[config.mk]
export PLATFORM = sky130hd
export DESIGN_NAME = switch_port_mode_control
export DESIGN_NICKNAME = d
export VERILOG_FILES = /design/src/spmc_pkg.sv /design/src/switch_port_mode_control.sv
export SDC_FILE = /design/constraint.sdc
export NUM_CORES = 1
export LEC_CHECK = 0
export BUFFER_PORTS_ARGS = -buffer_cell sky130_fd_sc_hd__buf_2
export CORE_AREA = 3 3 142 144
export CTS_CLUSTER_SIZE = 8
export DETAILED_ROUTE_END_ITERATION = 6
export DIE_AREA = 0 0 145 147
export PLACE_DENSITY = 0.5
export SETUP_SLACK_MARGIN = 0.4
export SLEW_MARGIN = 20
export SYNTH_ARGS = -nofsm -noshare
export SYNTH_HDL_FRONTEND = slang
export SYNTH_SLANG_ARGS = --single-unit
[constraint.sdc]
create_clock -name clk -period 10.4 [get_ports clk]
set_clock_uncertainty 0.2 [all_clocks]
set_input_delay 2.08 -clock clk [delete_from_list [all_inputs] [get_ports clk]]
set_output_delay 2.08 -clock clk [all_outputs]
set_load 0.01 [all_outputs]
[src/spmc_pkg.sv]
package spmc_pkg;
   // Register byte addresses on the Wishbone slave
   localparam logic [7:0] PART_CTL_ADDR = 8'h00;
   localparam logic [7:0] PART_STS_ADDR = 8'h04;
   localparam logic [7:0] PORT_CTL_ADDR = 8'h08;
   localparam logic [7:0] PORT_STS_ADDR = 8'h0C;
   localparam logic [7:0] PHY_CFG_ADDR = 8'h10;
   localparam logic [7:0] GAS_ADDR_ADDR = 8'h14;
   localparam logic [7:0] GAS_DATA_ADDR = 8'h18;
   // Field positions
   localparam int PART_STATE_LSB = 0;
   localparam int STS_STARTED_BIT = 0;
   localparam int STS_DONE_BIT = 1;
   localparam int PORT_MODE_LSB = 0;
   localparam int PORT_PART_LSB = 4;
   localparam int PHY_ISC_BIT = 0;
   // Reset values
   localparam logic [1:0] PART_STATE_RST = 2'h0;
   localparam logic [1:0] PORT_MODE_RST = 2'h1;
   localparam logic [3:0] PORT_PART_RST = 4'h0;
   // Timing
   localparam int CLK_MHZ = 100;
   localparam int SETTLE_NS = 50;
   localparam int SETTLE_CYC = (SETTLE_NS * CLK_MHZ + 999) / 1000;

   // Partition states
   typedef enum logic [1:0] {
      SPMC_PART_DISABLED = 2'b00,
      SPMC_PART_FRESET = 2'b01,
      SPMC_PART_ACTIVE = 2'b10
   } spmc_part_state_t;

   // Port modes
   typedef enum logic [1:0] {
      SPMC_MODE_DISABLED = 2'b00,
      SPMC_MODE_UNATTACHED = 2'b01,
      SPMC_MODE_UPSTREAM = 2'b10,
      SPMC_MODE_DOWNSTREAM = 2'b11
   } spmc_port_mode_t;

   // Received TLP kinds from the port's link logic
   typedef enum logic [1:0] {
      SPMC_TLP_CFG = 2'b00,
      SPMC_TLP_REQ = 2'b01,
      SPMC_TLP_CPL = 2'b10,
      SPMC_TLP_MSG = 2'b11
   } spmc_tlp_kind_t;

   // Responses to received TLPs
   typedef enum logic [2:0] {
      SPMC_RSP_NONE = 3'b000,
      SPMC_RSP_NORMAL = 3'b001,
      SPMC_RSP_RETRY = 3'b010,
      SPMC_RSP_UNSUPP = 3'b011,
      SPMC_RSP_DROP_CREDIT = 3'b100,
      SPMC_RSP_IGNORE = 3'b101
   } spmc_rsp_t;

   // Received TLP descriptor
   typedef struct packed {
      logic valid;
      spmc_tlp_kind_t kind;
      logic gasTarget;
      logic hotResetTs;
      logic slotPowerMsg;
   } spmc_rx_t;

   // Hot-plug input group, active high levels
   typedef struct packed {
      logic attnButton;
      logic latchSensor;
      logic presence;
      logic powerFault;
      logic powerGood;
   } spmc_hp_in_t;

   // Hot-plug output group, asserted levels high
   typedef struct packed {
      logic attnIndicator;
      logic interlock;
      logic powerEnable;
      logic powerIndicator;
      logic slotReset;
   } spmc_hp_out_t;

   // Port behaviour controls sent to link and transaction logic
   typedef struct packed {
      logic lanesOn;
      logic clockRun;
      logic ltssmToDetect;
      logic ltssmUpstream;
      logic holdL0;
      logic ignorePowerMgmt;
      logic msgEnable;
      logic downstreamLayout;
      logic autoSpeedChange;
   } spmc_port_ctl_t;
endpackage : spmc_pkg

[src/switch_port_mode_control.sv]
// How it works
// Set change-started when a partition state change begins, change-done at end.
// A partition is disabled, in fundamental reset or active, per its state field.
// Software waits for a started change to finish before further changes.
// Change-done rises only after resulting port mode changes have settled.
// Software must not change partition state during a port mode change.
// Software must not change partition state while ports are being added.
// Transitions to active do not complete while partition reset input is low.
// Ports are disabled, unattached, upstream or downstream; only last two attach.
// Effective mode is the mode field, but disabled partition forces disabled.
// A disabled port sends no messages and drives all its outputs negated.
// A disabled port ignores its inputs, partition reset and partition state.
// Disabling sends LTSSM to Detect, powers lanes off and gates the clock.
// Disabled port keeps registers, global access only, refuses own config requests.
// Disabled port uses downstream register layout.
// Merge strap sampled only at switch reset; later levels have no effect.
// Unattached port trains as upstream into L0 and ignores power settings.
// Unattached port keeps lanes and link outputs live, negates hot-plug outputs.
// Unattached port runs only config and flow control logic, sends no messages.
// Unattached port answers config requests with retry unless global access.
// Unattached port serves global-access address and data registers normally.
// Unattached port flags other requests unsupported, drops completions with credit.
// Unattached port uses downstream layout except link registers act upstream.
// Unattached port ignores hot reset, link down and slot power messages.
// Unattached port skips auto speed change unless the speed control bit is set.
// Mode and partition state codes are chosen in the package enums.
//
// Our own choices: the register addresses and the Wishbone slave port.
`timescale 1ns/1ps
`default_nettype none
module switch_port_mode_control
   import spmc_pkg::*;
(
   input wire logic clk,
   input wire logic rst,
   input wire logic [31:0] wb_adr_i,
   input wire logic [31:0] wb_dat_i,
   input wire logic [3:0] wb_sel_i,
   input wire logic wb_we_i,
   input wire logic wb_cyc_i,
   input wire logic wb_stb_i,
   output logic [31:0] wb_dat_o,
   output logic wb_ack_o,
   input wire logic partition_reset_in_n,
   input wire logic port_merge_strap_n,
   input wire spmc_hp_in_t hotplugIn,
   input wire logic linkUpIn,
   input wire logic linkActiveIn,
   input wire logic linkDownEvt,
   input wire spmc_rx_t rxTlp,
   output spmc_hp_out_t hotplugOut,
   output logic link_up_out_n,
   output logic link_activity_out_n,
   output spmc_port_ctl_t portCtl,
   output spmc_rsp_t rxRsp,
   output logic portMerged,
   output logic portAttached,
   output logic partReset,
   output logic portResetEvt
);

   // Software-visible state, internal sequencing state and bus decode
   logic [1:0] partState_q;
   logic partStarted_q;
   logic partDone_q;
   logic partBusy_q;
   logic [7:0] settle_q;
   logic [1:0] portMode_q;
   logic [3:0] portPart_q;
   logic modeChanging_q;
   logic iscCtl_q;
   logic [31:0] gasAddr_q;
   logic [31:0] gasData_q;
   logic mergeCaught_q;
   logic strapTaken_q;
   logic [1:0] effMode;
   logic wbReq;
   logic wbWr;
   logic wbBusWr;
   logic wbRd;

   // Decode a byte-enable merge of a 32-bit register
   function automatic logic [31:0] merge32(input logic [31:0] old,
                                           input logic [31:0] nw,
                                           input logic [3:0] sel);
      logic [31:0] r;
      r = old;
      for (int i = 0; i < 4; i++) begin
         if (sel[i]) begin
            r[i*8 +: 8] = nw[i*8 +: 8];
         end
      end
      return r;
   endfunction : merge32

   // Address match for a given register
   function automatic logic hit(input logic [31:0] adr,
                                input logic [7:0] reg_addr);
      return (adr[7:0] == reg_addr) && (adr[31:8] == 24'h000000);
   endfunction : hit

   // A held strobe is taken once; ack masks the second edge
   assign wbReq = wb_cyc_i && wb_stb_i && !wb_ack_o;
   assign wbBusWr = wbReq && wb_we_i;
   assign wbWr = wbBusWr;
   assign wbRd = wbReq && !wb_we_i;

   // Effective mode: disabled partition forces attached port disabled
   always_comb begin
      effMode = portMode_q;
      // Only the two attaching modes can be forced
      if (portMode_q[1] && (partState_q == SPMC_PART_DISABLED)) begin
         effMode = SPMC_MODE_DISABLED;
      end
   end

   // Wishbone ack, one cycle after request
   always_ff @(posedge clk or posedge rst) begin
      if (rst) begin
         wb_ack_o <= 1'b0;
      end else begin
         wb_ack_o <= wbReq;
      end
   end

   // Wishbone read data
   always_ff @(posedge clk or posedge rst) begin
      if (rst) begin
         wb_dat_o <= 32'h00000000;
      end else if (wbRd) begin
         // Unmapped addresses read zero and are still acked
         wb_dat_o <= 32'h00000000;
         if (hit(wb_adr_i, PART_CTL_ADDR)) begin
            wb_dat_o[PART_STATE_LSB +: 2] <= partState_q;
         end else if (hit(wb_adr_i, PART_STS_ADDR)) begin
            wb_dat_o[STS_STARTED_BIT] <= partStarted_q;
            wb_dat_o[STS_DONE_BIT] <= partDone_q;
         end else if (hit(wb_adr_i, PORT_CTL_ADDR)) begin
            wb_dat_o[PORT_MODE_LSB +: 2] <= portMode_q;
            wb_dat_o[PORT_PART_LSB +: 4] <= portPart_q;
         end else if (hit(wb_adr_i, PORT_STS_ADDR)) begin
            wb_dat_o[1:0] <= effMode;
            wb_dat_o[2] <= mergeCaught_q;
            wb_dat_o[3] <= modeChanging_q;
         end else if (hit(wb_adr_i, PHY_CFG_ADDR)) begin
            wb_dat_o[PHY_ISC_BIT] <= iscCtl_q;
         end else if (hit(wb_adr_i, GAS_ADDR_ADDR)) begin
            wb_dat_o <= gasAddr_q;
         end else if (hit(wb_adr_i, GAS_DATA_ADDR)) begin
            wb_dat_o <= gasData_q;
         end
      end
   end

   // Partition state field and change sequencing
   always_ff @(posedge clk or posedge rst) begin
      if (rst) begin
         partState_q <= PART_STATE_RST;
         partStarted_q <= 1'b0;
         partDone_q <= 1'b0;
         partBusy_q <= 1'b0;
         settle_q <= 8'h00;
      end else begin
         // Code 11 and a rewrite of the same state start nothing
         if (wbWr && hit(wb_adr_i, PART_CTL_ADDR) && wb_sel_i[0]
             && (wb_dat_i[PART_STATE_LSB +: 2] != 2'b11)
             && (wb_dat_i[PART_STATE_LSB +: 2] != partState_q)) begin
            partState_q <= wb_dat_i[PART_STATE_LSB +: 2];
            partStarted_q <= 1'b1;
            partDone_q <= 1'b0;
            partBusy_q <= 1'b1;
            settle_q <= 8'(SETTLE_CYC);
         end else if (partBusy_q) begin
            if (settle_q != 8'h00) begin
               settle_q <= settle_q - 8'h01;
            // Done waits for a settling port and, for active, the reset pin
            end else if (!modeChanging_q
                         && !((partState_q == SPMC_PART_ACTIVE)
                              && !partition_reset_in_n)) begin
               partDone_q <= 1'b1;
               partBusy_q <= 1'b0;
            end
         end
         // Write one to clear status; a set in progress wins
         if (wbWr && hit(wb_adr_i, PART_STS_ADDR) && wb_sel_i[0]) begin
            if (wb_dat_i[STS_STARTED_BIT] && !partBusy_q) begin
               partStarted_q <= 1'b0;
            end
            if (wb_dat_i[STS_DONE_BIT] && !partBusy_q) begin
               partDone_q <= 1'b0;
            end
         end
      end
   end

   // Port control field; any change starts a mode-change settle
   always_ff @(posedge clk or posedge rst) begin
      if (rst) begin
         portMode_q <= PORT_MODE_RST;
         portPart_q <= PORT_PART_RST;
         modeChanging_q <= 1'b0;
      end else begin
         // Rewriting the same mode and partition is no mode change
         if (wbWr && hit(wb_adr_i, PORT_CTL_ADDR) && wb_sel_i[0]
             && ((wb_dat_i[PORT_MODE_LSB +: 2] != portMode_q)
                 || (wb_dat_i[PORT_PART_LSB +: 4] != portPart_q))) begin
            portMode_q <= wb_dat_i[PORT_MODE_LSB +: 2];
            portPart_q <= wb_dat_i[PORT_PART_LSB +: 4];
            modeChanging_q <= 1'b1;
         end else begin
            modeChanging_q <= 1'b0;
         end
      end
   end

   // Physical link configuration and global access registers
   always_ff @(posedge clk or posedge rst) begin
      if (rst) begin
         iscCtl_q <= 1'b0;
         gasAddr_q <= 32'h00000000;
         gasData_q <= 32'h00000000;
      end else begin
         if (wbWr && hit(wb_adr_i, PHY_CFG_ADDR) && wb_sel_i[0]) begin
            iscCtl_q <= wb_dat_i[PHY_ISC_BIT];
         end
         if (wbWr && hit(wb_adr_i, GAS_ADDR_ADDR)) begin
            gasAddr_q <= merge32(gasAddr_q, wb_dat_i, wb_sel_i);
         end
         if (wbWr && hit(wb_adr_i, GAS_DATA_ADDR)) begin
            gasData_q <= merge32(gasData_q, wb_dat_i, wb_sel_i);
         end
      end
   end

   // Merge strap caught once, right after switch reset release
   // Later strap levels never reach any port mode
   always_ff @(posedge clk or posedge rst) begin
      if (rst) begin
         strapTaken_q <= 1'b0;
         mergeCaught_q <= 1'b0;
      end else if (!strapTaken_q) begin
         strapTaken_q <= 1'b1;
         mergeCaught_q <= !port_merge_strap_n;
      end
   end

   // Pin outputs per effective mode
   always_ff @(posedge clk or posedge rst) begin
      if (rst) begin
         hotplugOut <= '0;
         link_up_out_n <= 1'b1;
         link_activity_out_n <= 1'b1;
         portMerged <= 1'b0;
         portAttached <= 1'b0;
         partReset <= 1'b0;
      end else begin
         portMerged <= mergeCaught_q;
         portAttached <= effMode[1];
         case (effMode)
            // Parked ports ignore hot-plug and partition inputs
            SPMC_MODE_DISABLED: begin
               hotplugOut <= '0;
               link_up_out_n <= 1'b1;
               link_activity_out_n <= 1'b1;
               partReset <= 1'b0;
            end
            SPMC_MODE_UNATTACHED: begin
               hotplugOut <= '0;
               link_up_out_n <= !linkUpIn;
               link_activity_out_n <= !linkActiveIn;
               partReset <= 1'b0;
            end
            SPMC_MODE_UPSTREAM: begin
               hotplugOut <= '0;
               link_up_out_n <= !linkUpIn;
               link_activity_out_n <= !linkActiveIn;
               partReset <= (partState_q == SPMC_PART_FRESET)
                            || !partition_reset_in_n;
            end
            default: begin
               hotplugOut.attnIndicator <= hotplugIn.attnButton;
               hotplugOut.interlock <= hotplugIn.latchSensor;
               hotplugOut.powerEnable <= hotplugIn.presence
                                         && !hotplugIn.powerFault;
               hotplugOut.powerIndicator <= hotplugIn.powerGood;
               hotplugOut.slotReset <= !hotplugIn.powerGood;
               link_up_out_n <= !linkUpIn;
               link_activity_out_n <= !linkActiveIn;
               partReset <= (partState_q == SPMC_PART_FRESET)
                            || !partition_reset_in_n;
            end
         endcase
      end
   end

   // Link and transaction layer controls per effective mode
   always_ff @(posedge clk or posedge rst) begin
      if (rst) begin
         // Out of reset the link sits in Detect with lanes off
         portCtl <= '0;
         portCtl.ltssmToDetect <= 1'b1;
      end else begin
         portCtl <= '0;
         case (effMode)
            SPMC_MODE_DISABLED: begin
               portCtl.ltssmToDetect <= 1'b1;
               portCtl.downstreamLayout <= 1'b1;
            end
            SPMC_MODE_UNATTACHED: begin
               portCtl.lanesOn <= 1'b1;
               portCtl.clockRun <= 1'b1;
               portCtl.ltssmUpstream <= 1'b1;
               portCtl.holdL0 <= 1'b1;
               portCtl.ignorePowerMgmt <= 1'b1;
               portCtl.downstreamLayout <= 1'b1;
               portCtl.autoSpeedChange <= iscCtl_q;
            end
            SPMC_MODE_UPSTREAM: begin
               portCtl.lanesOn <= 1'b1;
               portCtl.clockRun <= 1'b1;
               portCtl.ltssmUpstream <= 1'b1;
               portCtl.msgEnable <= 1'b1;
               portCtl.autoSpeedChange <= iscCtl_q;
            end
            default: begin
               portCtl.lanesOn <= 1'b1;
               portCtl.clockRun <= 1'b1;
               portCtl.msgEnable <= 1'b1;
               portCtl.downstreamLayout <= 1'b1;
               portCtl.autoSpeedChange <= 1'b1;
            end
         endcase
      end
   end

   // Response to received TLPs and link events
   always_ff @(posedge clk or posedge rst) begin
      if (rst) begin
         rxRsp <= SPMC_RSP_NONE;
         portResetEvt <= 1'b0;
      end else begin
         rxRsp <= SPMC_RSP_NONE;
         portResetEvt <= 1'b0;
         case (effMode)
            // Even requests aimed at the port's own registers are refused
            SPMC_MODE_DISABLED: begin
               if (rxTlp.valid) begin
                  rxRsp <= SPMC_RSP_IGNORE;
               end
            end
            SPMC_MODE_UNATTACHED: begin
               if (rxTlp.valid) begin
                  case (rxTlp.kind)
                     SPMC_TLP_CFG: rxRsp <= rxTlp.gasTarget ?
                        SPMC_RSP_NORMAL : SPMC_RSP_RETRY;
                     SPMC_TLP_CPL: rxRsp <= SPMC_RSP_DROP_CREDIT;
                     SPMC_TLP_MSG: rxRsp <= rxTlp.slotPowerMsg ?
                        SPMC_RSP_IGNORE : SPMC_RSP_UNSUPP;
                     default: rxRsp <= SPMC_RSP_UNSUPP;
                  endcase
               end
            end
            default: begin
               if (rxTlp.valid) begin
                  rxRsp <= SPMC_RSP_NORMAL;
               end
               portResetEvt <= linkDownEvt
                               || (rxTlp.valid && rxTlp.hotResetTs);
            end
         endcase
      end
   end
endmodule : switch_port_mode_control
`default_nettype wire

==> results.toml <==
[run_status]
outcome = "finished, final reports clean"

[logic_synthesis]
avgSynthCellArea_um2 = 12.28
ys_ff_latch = 140
yosys.area.top_type = "dfrtp_1"
syn-cell-area_um2 = 6040
ys_types = 50
synthTopCellsByArea = "dfrtp_1 (56%), mux2_2 (13%), a22oi_1 (3.7%)"
yosysSeqAreaShare_pct = 58.09
syn_inst = 492
async_reset_ff_share_pct = 100.0
synth_edf_count = 0
yosys_warnings = 0
synth_top_area_share_pct = 56.35
synth_fp_nets = 583
ys.flop_type = "dfrtp_1"

[die]
fp.dieW_um = 145
ios = 145
core_area_um2 = 18830
start_util_pct = 32.07
die-area_um2 = 21320
rows = 50
die_y_um = 147

[clock_network]
clkLatencyLatePin_ns = 0.42
numCtsBuffers = 17
cts_resized = 0
clkSlewWorstSetupHoldPaths_ns = 0.06
htree_num_levels = 4
cts_tree = "yes"
clock-sinks = 140
clockBufferDepth = 2
cts_hold_buf = 0
clockRootBuffer = "clkbuf_16"
post_cts_buffers = 0

[timing]
min_period_ns = 4.361
relSlewSlack_pct = 29.62
hold_viol = 0
slew_viol_final = 0
setup_viol = 0
finalSetupTns_ns = 0
fin_crit_sh_pct = 41.93
tightest_slew_ns = 1.052
rsz0062_at_grt = "no"
fmax_mhz = 229.3

[setup_path]
cp_cell_sequence = "buf_2 > nor4_1 > nand4_1 > nor3_4 > nand3_1 > mux2_2"
cpMaxStageDelayCell = "nor3_4"
start_kind = "input port"
crit_required_ns = 10.50
cp-end-kind = "flop"
cp.arrival_ns = 4.46
crit_fanout = 14
max_stage_delay_ns = 0.91
critical_path_class = "in2reg"
crit_family = "simple AND/OR/NAND/NOR gates"
path_buf_inv = 1

[power_and_ir_drop]
p_seq_share_pct = 44.0
p_sw_w = 0.0002646
irDropWorstVdd_mv = 0.1188
power_w = 0.001243
switching_share_pct = 21.28
leakagePower_nw = 3.815
power_density_nw_per_um2 = 162.4
intPower_w = 0.0009787
clockPowerShare_pct = 51.4
comb_power_share_pct = 4.6

[detailed_routing]
drc = 0
drt-initial-drc-count = 217
antenna_left = 0
vias_per_cell = 4.874
routed-via-count = 4406
totalWireLength_mm = 15.15
drtPass1Iterations = 4
wl_per_cell_um = 16.75

[global_routing]
grt_pass1_vias = 4736
grt_overflow = 0
grt.total_usage_pct = 14.64
grt_pass1_wl_mm = 24.99
grt_max_degree = 83
antenna_found_initial = 3

[final_layout]
final_cell_mix = "buf_2 (144), dfrtp_1 (136), mux2_2 (69)"
areaGrowthSynthToFinish_pct = 26.79
drive_gt1_share_pct = 41.61
diodes = 0
layout_commonest_cell = "buf_2"
nNetsFinal = 723

[job]
maxCapViolCount = 0

[worst_hold_path]
holdCritPathClass = "reg2reg"

[placed_design]
hpwl_mm = 10.40
port_buffers = 144
gp_congestion = 0.7887
-- per-layer routing --
metal / GRT usage (%) / vias to the layer above / part of all wire, %
met2: 22.91 / 105 / 46
met1: 19.54 / 2214 / 47
met4: 4.798 / 6 / 1.4
met5: 0 / - / 0.26
met3: 4.473 / 23 / 5.1
li1: - / 2058 / -
-- Yosys cell counts, drive strengths merged (2+ instances only) --
cell    instances
dfrtp         136
mux2           73
nand2          49
o21ai          36
a22oi          30
nor2           18
clkbuf         16
nand4          15
buf            12
inv            10
nor4           10
a21oi           8
nor2b           8
xnor2           8
a22o            6
and3            5
nand3           5
dfstp           4
xor2            4
and2            3
mux2i           3
nand2b          3
nor3            3
a31o            2
a32oi           2
ha              2
o211ai          2
o21bai          2
o31a            2
o31ai           2
-- power by group through the flow --
stage	logic [W]	registers (W)	clock network, W
2_1_floorplan	0.0000260	0.000557	0
3_5_place_dp	0.0000574	0.000557	0
3_3_place_gp	0.0000563	0.000557	0
5_1_grt	0.0000646	0.000547	0.000677
4_1_cts	0.0000575	0.000547	0.000655
6_report	0.0000573	0.000547	0.000639
-- final cells by class --
type | instances | area (µm²)
Timing Repair Buffer | 149 | 782.0
Multi-Input combinational cell | 314 | 2377
Sequential cell | 140 | 3508
Inverter | 10 | 42.54
Clock inverter | 11 | 165.2
Clock buffer | 20 | 456.7
Tap cell | 260 | 325.3
Fill cell | 1812 | 11170
-- registers in the layout, summed over array words and instances, names as in the netlist, 2 cells and up --
signal,flops
gasAddr_q,32
gasData_q,32
wb_dat_o,32
settle_q,8
portCtl,6
hotplugOut,5
portPart_q,4
rxRsp,3
partState_q,2
portMode_q,2
-- final timing paths --
kind                                           startpoint                        end  slack (ns)  cells past startpoint
worst max-delay path                          wb_adr_i[5]  portPart_q[3]$_DFFE_PP0P_        6.04                      6
worst min-delay path            mergeCaught_q$_DFFE_PP0N_       portMerged$_DFF_PP0_        0.22                      0
worst max register to register         wb_ack_o$_DFF_PP0_  portPart_q[3]$_DFFE_PP0P_        7.60                      5
worst min register to register  mergeCaught_q$_DFFE_PP0N_       portMerged$_DFF_PP0_        0.22                      0
max in group asynchronous                             rst  portPart_q[1]$_DFFE_PP0P_        7.36                      3
min in group asynchronous                             rst  gasData_q[15]$_DFFE_PP0P_        1.53                      2
-- per-stage QoR --
step / hold WS, ns / area [µm²] / std cells / worst slack [ns] / util, %
2_1_floorplan: 0.1746 / 6040 / 492 / 4.374 / -
3_3_place_gp: 0.1964 / 7004 / 872 / 5.655 / 37.20
3_5_place_dp: 0.2073 / 7004 / 872 / 5.586 / 37.20
4_1_cts: 0.2193 / 7626 / 903 / 6.047 / 40.50
5_1_grt: 0.2321 / 7657 / 904 / 5.828 / 40.66
6_report: 0.2228 / 7657 / 904 / 6.039 / 40.66
-- cells by family (layout without fill, tap and decap cells) --
kind of cell / count (synthesis) / after routing / synth area share, %
compound gates: 97 / 97 / 10.52
xor+xnor: 12 / 12 / 1.740
fa+ha+maj: 2 / 2 / 0.4143
buf+inv: 38 / 190 / 2.797
flops: 140 / 140 / 58.09
mux: 76 / 76 / 14.11
other cells: 1 / 1 / 0.06209
simple gates: 126 / 126 / 12.26
Power figures use the tool's default switching activity.
